`src/hdl/sdram_cfg_pkg.sv`:
```
// Purpose: Shared constants, types and lookups for the SDRAM timing and size configuration.
// Assumes: One 250 MHz clock, 32-bit APB register access, eight memory blocks.
// Notes: Register offsets are byte addresses of aligned 32-bit words.
package sdram_cfg_pkg;

	localparam int NUM_BLOCKS = 8;
	localparam int BLOCK_SEL_W = 3;
	localparam int BANK_COUNT = 4;
	localparam int LOCATION_BYTES = 8;
	localparam int BYTE_ADDR_BITS = 3;
	localparam int BASE_LSB = 25;
	localparam int BASE_W = 7;
	localparam int ROW_W = 13;
	localparam int COL_W = 11;

	localparam logic [7:0] OFF_SPEED = 8'h00;
	localparam logic [7:0] OFF_CLKDIV = 8'h04;
	localparam logic [7:0] OFF_USEC = 8'h08;
	localparam logic [7:0] OFF_CTRL = 8'h0c;
	localparam logic [7:0] OFF_STATUS = 8'h10;
	localparam logic [2:0] OFF_BLOCK_PAGE = 3'h1;

	localparam int CTRL_SCRUB_EN_BIT = 0;
	localparam int CTRL_REFRESH_DIS_BIT = 1;
	localparam int BLK_SIZE_LSB = 0;
	localparam int BLK_ENABLE_BIT = 4;
	localparam int STAT_SCRUB_LSB = 16;
	localparam int STAT_STATE_LSB = 20;

	localparam int TRAS_BASE_CLOCKS = 4;
	localparam int TRP_BASE_CLOCKS = 2;
	localparam int TRCD_BASE_CLOCKS = 2;
	localparam int TRC_WRAP_CLOCKS = 8;

	localparam int CLK_PERIOD_NS = 4;
	localparam int NS_PER_USEC = 1000;
	localparam int CLKS_PER_USEC = NS_PER_USEC / CLK_PERIOD_NS;
	localparam logic [7:0] CLKDIV_RESET = 8'(CLKS_PER_USEC - 1);
	localparam logic [7:0] REFRESH_INTERVAL_US = 8'h07;
	localparam logic [3:0] SIZE_NONE = 4'h0;
	localparam logic [3:0] SIZE_MAX = 4'h9;

	typedef struct packed {
		logic cas_latency_three;
		logic [2:0] trc;
		logic trcd;
		logic trp;
		logic [1:0] tras;
	} timing_type;

	// Slowest settings: 7 clocks active, 3 precharge, 3 row-to-column, 11 row cycle, latency 3.
	localparam timing_type TIMING_RESET = '{1'b1, 3'b011, 1'b1, 1'b1, 2'b11};

	typedef struct packed {
		logic hit;
		logic [1:0] bank;
		logic [ROW_W-1:0] row;
		logic [COL_W-1:0] col;
	} xlate_type;

	typedef enum logic [1:0] {
		ST_IDLE = 2'b00,
		ST_PRECHARGE = 2'b01,
		ST_REFRESH = 2'b11,
		ST_SCRUB = 2'b10
	} refresh_state_type;

	// Row and column address widths of one device for each size code; bank bits are always two.
	function automatic logic [3:0] size_rows(input logic [3:0] code);
		unique case (code)
			4'h6, 4'h8, 4'h9: size_rows = 4'hd;
			default: size_rows = 4'hc;
		endcase
	endfunction

	function automatic logic [3:0] size_cols(input logic [3:0] code);
		unique case (code)
			4'h1: size_cols = 4'h8;
			4'h2, 4'h3, 4'h6: size_cols = 4'h9;
			4'h4, 4'h5, 4'h8: size_cols = 4'ha;
			default: size_cols = 4'hb;
		endcase
	endfunction

	// Codes 100 and 101 are unsupported and fall back to the slowest cycle.
	function automatic logic [3:0] trc_clocks(input logic [2:0] code);
		if (code[2] && code[1])
			trc_clocks = {1'b0, code};
		else if (code[2])
			trc_clocks = 4'hb;
		else
			trc_clocks = 4'(TRC_WRAP_CLOCKS) + {1'b0, code};
	endfunction

endpackage

```
`src/hdl/usec_counter.sv`:
```
// Purpose: Free-running counter that advances once per microsecond.
// Assumes: Divider holds clocks per microsecond minus one.
// Notes: A software load wins over the increment in the same cycle.
`timescale 1ns/1ps
`default_nettype none
module usec_counter
	import sdram_cfg_pkg::*;
#(
	parameter int WIDTH = 32
) (
	// Clock and reset
	input wire logic ref_clk,
	input wire logic rst,
	// Control
	input wire logic [7:0] clk_div,
	input wire logic load,
	input wire logic [WIDTH-1:0] load_value,
	// Result
	output logic [WIDTH-1:0] count,
	output logic tick
);
	logic [7:0] prescale_r, prescale_nxt;
	logic [WIDTH-1:0] count_r, count_nxt;
	logic tick_r, tick_nxt;

	always_comb begin
		tick_nxt = (prescale_r >= clk_div);
		prescale_nxt = tick_nxt ? 8'h00 : prescale_r + 8'h01;
		count_nxt = count_r;
		if (load)
			count_nxt = load_value;
		else if (tick_nxt)
			count_nxt = count_r + WIDTH'(1);
	end

	always_ff @(posedge ref_clk) begin
		if (rst) begin
			prescale_r <= 8'h00;
			count_r <= '0;
			tick_r <= 1'b0;
		end else begin
			prescale_r <= prescale_nxt;
			count_r <= count_nxt;
			tick_r <= tick_nxt;
		end
	end

	assign count = count_r;
	assign tick = tick_r;
endmodule
`default_nettype wire

```
`src/hdl/block_decoder.sv`:
```
// Purpose: Decodes one block's address range and maps a bus address to bank, row and column.
// Assumes: Four internal banks and eight-byte locations.
// Notes: Purely combinational; the caller registers the result.
`timescale 1ns/1ps
`default_nettype none
module block_decoder
	import sdram_cfg_pkg::*;
(
	// Block configuration
	input wire logic [3:0] size,
	input wire logic enable,
	input wire logic [BASE_W-1:0] base,
	// Address in and result out
	input wire logic [31:0] addr,
	output xlate_type xlate
);
	logic [3:0] rows;
	logic [3:0] cols;
	logic [2:0] span;
	logic [BASE_W-1:0] mask;
	logic [31:0] word;
	logic [31:0] upper;

	always_comb begin
		rows = size_rows(size);
		cols = size_cols(size);
		// Span above the 32MB minimum; block bytes are locations times eight.
		span = 3'(5'(rows) + 5'(cols) + 5'd2 + 5'(BYTE_ADDR_BITS) - 5'(BASE_LSB));
		mask = BASE_W'(7'h7f << span);
		word = addr >> BYTE_ADDR_BITS;
		upper = word >> cols;
		xlate.hit = enable && (size != SIZE_NONE) && (size <= SIZE_MAX)
			&& (((addr[31:BASE_LSB] ^ base) & mask) == '0);
		xlate.col = COL_W'(word & ((32'h1 << cols) - 32'h1));
		xlate.bank = upper[1:0];
		xlate.row = ROW_W'((upper >> 2) & ((32'h1 << rows) - 32'h1));
	end
endmodule
`default_nettype wire

```
`src/hdl/sdram_timing_size_config.sv`:
```
// Purpose: Timing and size configuration, address decode, refresh and scrub scheduling.
// Assumes: APB slave with no wait cycles; inputs synchronous to ref_clk.
// Notes: Timing changes reach the sequencer only between refresh operations.
//
// Design decisions made here: the APB interface to the registers and the placing of the registers.
`timescale 1ns/1ps
`default_nettype none
// Overview of operation
// - Timing fields reset to slowest settings.
// - Block size codes reset to zero.
// - Size code drives decode and address mapping.
// - Nonzero-size blocks join scrubbing when scrub is enabled, whatever their block enable bit.
// - Active time code gives 4 to 7.
// - Precharge code gives 2 or 3 clocks.
// - Row-to-column code gives 2 or 3 clocks.
// - Row cycle codes give 6 to 11.
// - Size codes map to documented geometries.
// - Block bytes equal locations times eight.
// - Only four-bank devices are supported.
// - Config writes during refresh stay harmless.
// - Thirty-two bit microsecond counter, cleared on reset.
module sdram_timing_size_config
	import sdram_cfg_pkg::*;
(
	// Clock and reset
	input wire logic ref_clk,
	input wire logic rst,
	// APB slave
	input wire logic [7:0] paddr,
	input wire logic psel,
	input wire logic penable,
	input wire logic pwrite,
	input wire logic [31:0] pwdata,
	output logic [31:0] prdata,
	output logic pready,
	output logic pslverr,
	// Address translation
	input wire logic [31:0] cpu_addr,
	output xlate_type xlate_r,
	output logic [BLOCK_SEL_W-1:0] hit_block_r,
	// Effective timing in clocks
	output logic [3:0] tras_clocks_r,
	output logic [3:0] trp_clocks_r,
	output logic [3:0] trcd_clocks_r,
	output logic [3:0] trc_clocks_r,
	output logic cas_latency_three_r,
	// Refresh and scrub commands
	output logic precharge_cmd_r,
	output logic refresh_cmd_r,
	output logic scrub_cmd_r,
	output logic [BLOCK_SEL_W-1:0] scrub_block_r,
	output logic [NUM_BLOCKS-1:0] refresh_blocks_r
);
	// Register file.
	timing_type speed_r, speed_nxt;
	timing_type active_r, active_nxt;
	logic [7:0] clk_div_r, clk_div_nxt;
	logic scrub_en_r, scrub_en_nxt;
	logic refresh_dis_r, refresh_dis_nxt;
	logic [3:0] size_r [NUM_BLOCKS];
	logic [3:0] size_nxt [NUM_BLOCKS];
	logic enable_r [NUM_BLOCKS];
	logic enable_nxt [NUM_BLOCKS];
	logic [BASE_W-1:0] base_r [NUM_BLOCKS];
	logic [BASE_W-1:0] base_nxt [NUM_BLOCKS];
	logic [31:0] prdata_r, prdata_nxt;
	logic pready_r, pready_nxt;
	logic pslverr_r, pslverr_nxt;
	logic wr_take;
	logic blk_sel;
	logic [BLOCK_SEL_W-1:0] blk_idx;
	logic usec_load;
	logic [31:0] usec_count;
	logic usec_tick;

	// Refresh sequencer.
	refresh_state_type state_r, state_nxt;
	logic [3:0] timer_r, timer_nxt;
	logic [7:0] interval_r, interval_nxt;
	logic pending_r, pending_nxt;
	logic [15:0] refresh_count_r, refresh_count_nxt;
	logic [BLOCK_SEL_W-1:0] scrub_ptr_r, scrub_ptr_nxt;
	logic scrub_found;
	logic [BLOCK_SEL_W-1:0] scrub_next;

	// Translation.
	xlate_type dec [NUM_BLOCKS];
	xlate_type xlate_nxt;
	logic [BLOCK_SEL_W-1:0] hit_block_nxt;
	logic [NUM_BLOCKS-1:0] enabled_mask;

	assign blk_sel = (paddr[7:5] == OFF_BLOCK_PAGE) && (paddr[1:0] == 2'b00);
	assign blk_idx = paddr[4:2];
	assign wr_take = psel && penable && pready_r && pwrite;
	assign usec_load = wr_take && (paddr == OFF_USEC);

	usec_counter #(.WIDTH(32)) u_usec (
		.ref_clk(ref_clk),
		.rst(rst),
		.clk_div(clk_div_r),
		.load(usec_load),
		.load_value(pwdata),
		.count(usec_count),
		.tick(usec_tick)
	);

	genvar g;
	generate
		for (g = 0; g < NUM_BLOCKS; g++) begin : gen_block
			block_decoder u_dec (
				.size(size_r[g]),
				.enable(enable_r[g]),
				.base(base_r[g]),
				.addr(cpu_addr),
				.xlate(dec[g])
			);
			assign enabled_mask[g] = enable_r[g] && (size_r[g] != SIZE_NONE);
		end
	endgenerate

	// APB access: the answer is prepared in the setup cycle, so the access phase takes one cycle.
	always_comb begin
		speed_nxt = speed_r;
		clk_div_nxt = clk_div_r;
		scrub_en_nxt = scrub_en_r;
		refresh_dis_nxt = refresh_dis_r;
		size_nxt = size_r;
		enable_nxt = enable_r;
		base_nxt = base_r;
		pready_nxt = psel && !penable;
		prdata_nxt = prdata_r;
		pslverr_nxt = 1'b0;
		if (psel && !penable) begin
			prdata_nxt = 32'h0000_0000;
			if (paddr == OFF_SPEED)
				prdata_nxt = {24'h00_0000, speed_r};
			else if (paddr == OFF_CLKDIV)
				prdata_nxt = {24'h00_0000, clk_div_r};
			else if (paddr == OFF_USEC)
				prdata_nxt = usec_count;
			else if (paddr == OFF_CTRL)
				prdata_nxt = {30'h0, refresh_dis_r, scrub_en_r};
			else if (paddr == OFF_STATUS)
				prdata_nxt = {10'h000, state_r, 1'b0, scrub_ptr_r, refresh_count_r};
			else if (blk_sel)
				prdata_nxt = {base_r[blk_idx], 20'h0_0000, enable_r[blk_idx], size_r[blk_idx]};
			else
				pslverr_nxt = 1'b1;
		end
		if (wr_take) begin
			if (paddr == OFF_SPEED)
				speed_nxt = timing_type'(pwdata[7:0]);
			else if (paddr == OFF_CLKDIV)
				clk_div_nxt = pwdata[7:0];
			else if (paddr == OFF_CTRL) begin
				scrub_en_nxt = pwdata[CTRL_SCRUB_EN_BIT];
				refresh_dis_nxt = pwdata[CTRL_REFRESH_DIS_BIT];
			end else if (blk_sel) begin
				size_nxt[blk_idx] = pwdata[BLK_SIZE_LSB +: 4];
				enable_nxt[blk_idx] = pwdata[BLK_ENABLE_BIT];
				base_nxt[blk_idx] = pwdata[31:BASE_LSB];
			end
		end
	end

	always_ff @(posedge ref_clk) begin
		if (rst) begin
			speed_r <= TIMING_RESET;
			clk_div_r <= CLKDIV_RESET;
			scrub_en_r <= 1'b0;
			refresh_dis_r <= 1'b0;
			for (int i = 0; i < NUM_BLOCKS; i++) begin
				size_r[i] <= SIZE_NONE;
				enable_r[i] <= 1'b0;
				base_r[i] <= '0;
			end
			prdata_r <= 32'h0000_0000;
			pready_r <= 1'b0;
			pslverr_r <= 1'b0;
		end else begin
			speed_r <= speed_nxt;
			clk_div_r <= clk_div_nxt;
			scrub_en_r <= scrub_en_nxt;
			refresh_dis_r <= refresh_dis_nxt;
			size_r <= size_nxt;
			enable_r <= enable_nxt;
			base_r <= base_nxt;
			prdata_r <= prdata_nxt;
			pready_r <= pready_nxt;
			pslverr_r <= pslverr_nxt;
		end
	end

	// Next block after the scrub pointer that has a nonzero size.
	always_comb begin
		scrub_found = 1'b0;
		scrub_next = scrub_ptr_r;
		for (int i = NUM_BLOCKS; i >= 1; i--) begin
			if (size_r[BLOCK_SEL_W'(scrub_ptr_r + BLOCK_SEL_W'(i))] != SIZE_NONE) begin
				scrub_found = 1'b1;
				scrub_next = BLOCK_SEL_W'(scrub_ptr_r + BLOCK_SEL_W'(i));
			end
		end
	end

	// Timing is taken from the register only while idle, so a write never bends a running cycle.
	always_comb begin
		state_nxt = state_r;
		timer_nxt = (timer_r != 4'h0) ? timer_r - 4'h1 : 4'h0;
		interval_nxt = interval_r;
		pending_nxt = pending_r;
		active_nxt = active_r;
		refresh_count_nxt = refresh_count_r;
		scrub_ptr_nxt = scrub_ptr_r;
		if (usec_tick) begin
			if (interval_r >= REFRESH_INTERVAL_US - 8'h01) begin
				interval_nxt = 8'h00;
				pending_nxt = !refresh_dis_r;
			end else
				interval_nxt = interval_r + 8'h01;
		end
		unique case (state_r)
			ST_IDLE: begin
				active_nxt = speed_r;
				if (pending_r) begin
					state_nxt = ST_PRECHARGE;
					timer_nxt = 4'(TRP_BASE_CLOCKS) + {3'b000, speed_r.trp} - 4'h1;
					pending_nxt = 1'b0;
				end
			end
			ST_PRECHARGE: if (timer_r == 4'h0) begin
				state_nxt = ST_REFRESH;
				timer_nxt = trc_clocks(active_r.trc) - 4'h1;
			end
			ST_REFRESH: if (timer_r == 4'h0) begin
				refresh_count_nxt = refresh_count_r + 16'h0001;
				if (scrub_en_r && scrub_found) begin
					state_nxt = ST_SCRUB;
					scrub_ptr_nxt = scrub_next;
					timer_nxt = trc_clocks(active_r.trc) - 4'h1;
				end else
					state_nxt = ST_IDLE;
			end
			ST_SCRUB: if (timer_r == 4'h0)
				state_nxt = ST_IDLE;
		endcase
		// A refresh that falls due while the last one is being taken is kept, not dropped.
		if (usec_tick && interval_r >= REFRESH_INTERVAL_US - 8'h01 && !refresh_dis_r)
			pending_nxt = 1'b1;
	end

	always_ff @(posedge ref_clk) begin
		if (rst) begin
			state_r <= ST_IDLE;
			timer_r <= 4'h0;
			interval_r <= 8'h00;
			pending_r <= 1'b0;
			active_r <= TIMING_RESET;
			refresh_count_r <= 16'h0000;
			scrub_ptr_r <= '0;
		end else begin
			state_r <= state_nxt;
			timer_r <= timer_nxt;
			interval_r <= interval_nxt;
			pending_r <= pending_nxt;
			active_r <= active_nxt;
			refresh_count_r <= refresh_count_nxt;
			scrub_ptr_r <= scrub_ptr_nxt;
		end
	end

	// First matching block wins; overlapping bases are a software fault.
	always_comb begin
		xlate_nxt = '0;
		hit_block_nxt = '0;
		for (int i = NUM_BLOCKS - 1; i >= 0; i--) begin
			if (dec[i].hit) begin
				xlate_nxt = dec[i];
				hit_block_nxt = BLOCK_SEL_W'(i);
			end
		end
	end

	always_ff @(posedge ref_clk) begin
		if (rst) begin
			xlate_r <= '0;
			hit_block_r <= '0;
			tras_clocks_r <= 4'(TRAS_BASE_CLOCKS) + 4'h3;
			trp_clocks_r <= 4'(TRP_BASE_CLOCKS) + 4'h1;
			trcd_clocks_r <= 4'(TRCD_BASE_CLOCKS) + 4'h1;
			trc_clocks_r <= 4'hb;
			cas_latency_three_r <= 1'b1;
			precharge_cmd_r <= 1'b0;
			refresh_cmd_r <= 1'b0;
			scrub_cmd_r <= 1'b0;
			scrub_block_r <= '0;
			refresh_blocks_r <= '0;
		end else begin
			xlate_r <= xlate_nxt;
			hit_block_r <= hit_block_nxt;
			tras_clocks_r <= 4'(TRAS_BASE_CLOCKS) + {2'b00, active_r.tras};
			trp_clocks_r <= 4'(TRP_BASE_CLOCKS) + {3'b000, active_r.trp};
			trcd_clocks_r <= 4'(TRCD_BASE_CLOCKS) + {3'b000, active_r.trcd};
			trc_clocks_r <= trc_clocks(active_r.trc);
			cas_latency_three_r <= active_r.cas_latency_three;
			precharge_cmd_r <= (state_nxt == ST_PRECHARGE) && (state_r == ST_IDLE);
			refresh_cmd_r <= (state_nxt == ST_REFRESH) && (state_r == ST_PRECHARGE);
			scrub_cmd_r <= (state_nxt == ST_SCRUB) && (state_r == ST_REFRESH);
			scrub_block_r <= scrub_ptr_nxt;
			refresh_blocks_r <= enabled_mask;
		end
	end

	assign prdata = prdata_r;
	assign pready = pready_r;
	assign pslverr = pslverr_r;
endmodule
`default_nettype wire

```
`config.mk`:
```
export PLATFORM = sky130hd
export DESIGN_NAME = sdram_timing_size_config
export DESIGN_NICKNAME = d
export VERILOG_FILES = /design/src/hdl/sdram_cfg_pkg.sv /design/src/hdl/usec_counter.sv /design/src/hdl/block_decoder.sv /design/src/hdl/sdram_timing_size_config.sv
export SDC_FILE = /design/constraint.sdc
export NUM_CORES = 1
export LEC_CHECK = 0
export BUFFER_PORTS_ARGS = -buffer_cell sky130_fd_sc_hd__buf_4
export CAP_MARGIN = 10
export CORE_ASPECT_RATIO = 1.5
export CORE_UTILIZATION = 55
export DETAILED_ROUTE_END_ITERATION = 8
export PLACE_DENSITY = 0.82
export SYNTH_ARGS = -nofsm -noshare
export SYNTH_HDL_FRONTEND = slang
export SYNTH_SLANG_ARGS = --single-unit
```
`constraint.sdc`:
```
create_clock -name ref_clk -period 9 [get_ports ref_clk]
set_clock_uncertainty 0.2 [all_clocks]
set_input_delay 0.45 -clock ref_clk [delete_from_list [all_inputs] [get_ports ref_clk]]
set_output_delay 0.45 -clock ref_clk [all_outputs]
set_load 0.05 [all_outputs]
```
==> results.ini <==
[pwr]
p_per_area_nw_per_um2=134
peakVddDrop_mv=0.135
p_leak_nw=7.55

[critical_path]
worstSetupStartpointType=flop
worstPathMaxFanout=33
arrival_ns=5.51
path_class=flop to flop
crit_start=size_r[8]
crit_end=xlate_r[1]
worstPathRequired_ns=9.24
r2r_cells=11
crit-reg2reg-launch=size_r[8]
crit_path_cell_trace=nor2_1 -> a211oi_2 -> inv_2 -> ha_1 -> or3_1 -> o22ai_1 -> or4b_1 -> nand2_1 -> nor2_1 -> a31oi_2 -> and2_1
crit_path_end_kind=flop
r2r_end=xlate_r[1]
max_stage_delay_ns=1.01
reg2reg_slack_ns=3.73
crit_slowest_cell=a211oi_2
cpMostUsedCell=nor2_1

[floorplanning]
dieArea_um2=35600
rows=83
die_h_um=230
die_w_um=154
initial_core_util_pct=55.9
core_um2=34300
io_pins=172

[final_layout]
ff_latch_area_um2=5630
nFillCells=2762
nNetsFinal=2308
multiInputGateArea_um2=12400
drive_above_1_share_pct=18.9
n_antenna_cell=0
syn_to_final_growth_pct=11.8
finalNonFillerCells=2634
utilization_pct=62.5

[global_route]
grt_max_degree=94
grt_pass1_wl_um=94200
grt.total_usage_pct=33.6
overflow=0
grt_pass1_vias=17000
antenna_found_initial=0

[sta]
tns_ns=0
fmax_ghz=0.190
whs_ns=0.0105
setup-violations-final=0
worst_pin_slew_ns=1.35
layout_worst_path_cycle_share_pct=58.6
hold_viol_final=0
min_period_ns=5.27
rsz0062_at_grt=false
relSlewSlack_pct=9.46
slew_violations=0

[detailed_routing]
post_drt_via_cell_ratio=6.79
wl_per_cell_um=22.8
firstDrtPassIters=8
post-route-drc-count=0
num_vias=17900
ant_nets=0
drt_iter0_markers=1619
wirelength_um=60100

[place]
hpwl_um=41000
numPortBuffers=160
globalplace.congestion=0.964
dp.cells=2556

[yosys]
synth_top_family_by_area=multiplexers
yosys.area_share.simple_pct=19.3
synthXorXnorAreaFrac_pct=4.35
yosysTopAreaCell=dfxtp_1
synth.distinct_cells=99
syn_area_um2=19100
synthAdderAreaFrac_pct=2.88
netlist_instances=2164
synth_area_leaders=dfxtp_1, mux4_2, mux2i_1, nor2_1, nand2_1
synth_top_cells_by_count=dfxtp_1, nor2_1, nand2_1
synthMuxAreaShare_pct=21.7
ys_ff_latch=281
async_flop_share_pct=0
yosysSeqAreaShare_pct=29.4
synth_compound_area_share_pct=15.9
synthFlopType=dfxtp_1
synth_edf_count=0
yosys.cell_count.top_type=dfxtp_1
avgSynthCellArea_um2=8.85
synthDominantCellAreaShare_pct=29.4
ys_warn_count=0

[clock_tree]
h-tree-depth=1
holdBufCountCts=23
cts_tree=built
cts_root_buffer=clkbuf_16
clk_latency_ns=0.56
clk_pin_slew_ns=0.06
clockBufferDepth=3
postCtsSetupBuffers=0
post_cts_resized=0
cts_inserted_buffers=29
clock-sinks=281

[run_status]
status=completed

[run]
cap_violations=0

[hold_path]
hold_class=input pin to flop

sequential cells by signal, indices dropped and copies added, names as in the netlist, 3 cells and up:
name / flops
active_r: 8
refresh_blocks_r: 8
speed_r: 8
u_usec.prescale_r: 8
timer_r: 4
refresh_count_r: 16
u_usec.count: 32
clk_div_r: 8
scrub_block_r: 3
interval_r: 8
size_r: 32
base_r: 56
xlate_r: 27
trc_clocks_r: 4
hit_block_r: 3
prdata: 32
enable_r: 8
cell type report:
type,count,area share [%]
Clock buffer,39,3.66
Clock inverter,14,1.14
Inverter,61,1.07
Multi-Input combinational cell,1603,57.7
Sequential cell,281,26.3
Tap cell,425,2.48
Timing Repair Buffer,211,7.70
cell families after synthesis:
kind of cell,count (synthesis)
buffers and inverters,286
DFF,281
and+or+nand+nor,756
xor gates and xnor gates,95
other,2
AOI/OAI and AO/OA,426
adders and majority gates,44
muxes,274
worst min-delay path by stage:
stage,from,cells past startpoint,end
final,pwdata[9],3,u_usec.count[9]
after global routing,pwdata[9],3,u_usec.count[9]
after CTS,pwdata[9],3,u_usec.count[9]
after detailed placement,active_r[7],1,cas_latency_three_r
after global placement,active_r[2],1,trp_clocks_r[0]
after floorplan,active_r[7],1,cas_latency_three_r
through the flow:
| step | area (um^2) | total power, mW | setup slack, ns |
|---|---|---|---|
| after global routing | 21400 | 2.96 | 3.44 |
| after global placement | 20100 | 1.56 | 4.11 |
| after CTS | 21400 | 2.88 | 3.94 |
| after floorplan | 19200 | 1.49 | 5.22 |
| after detailed placement | 20100 | 1.57 | 3.96 |
| final | 21400 | 2.88 | 3.73 |
power by group:
group          switching [mW]  internal, mW  total, mW
Sequential            0.00764          1.25       1.26
Combinational           0.185         0.120      0.305
Clock                   0.526         0.788       1.31
per-layer routing:
layer | GRT usage, % | up-vias | part of all wire (%)
met1 | 37.6 | 8480 | 34
met5 | 0 | - | 0
li1 | - | 8011 | -
met2 | 56.3 | 1118 | 48
met4 | 26.3 | 0 | 8.5
met3 | 6.25 | 280 | 9.4
cells in the final DEF (no fill, tap or decap), drive strengths merged, types with 16 or more instances in the layout:
cell and count:
nand2 201, nand3 110, dlygate4sd3 24, nor3 36, dfxtp 281, a222oi 20, nand4 26, nor4 17
clkbuf 39, mux2 24, and3 16, mux2i 143, a21oi 116, a211oi 29, mux4 107, o31ai 28
xnor2 53, or4 20, o21ai 53, a311oi 25, ha 44, o211ai 16, or3 20, inv 61
buf 187, nor2 237, xor2 42
critical path, delay by kind of cell (launching register included):
family          cells  cell delay [ns]
compound gates      3             1.41
fa+ha+maj           1             0.35
buf+inv             1             0.34
flops               1             0.57
simple gates        6             2.26
(Power assumes the default switching activity.)
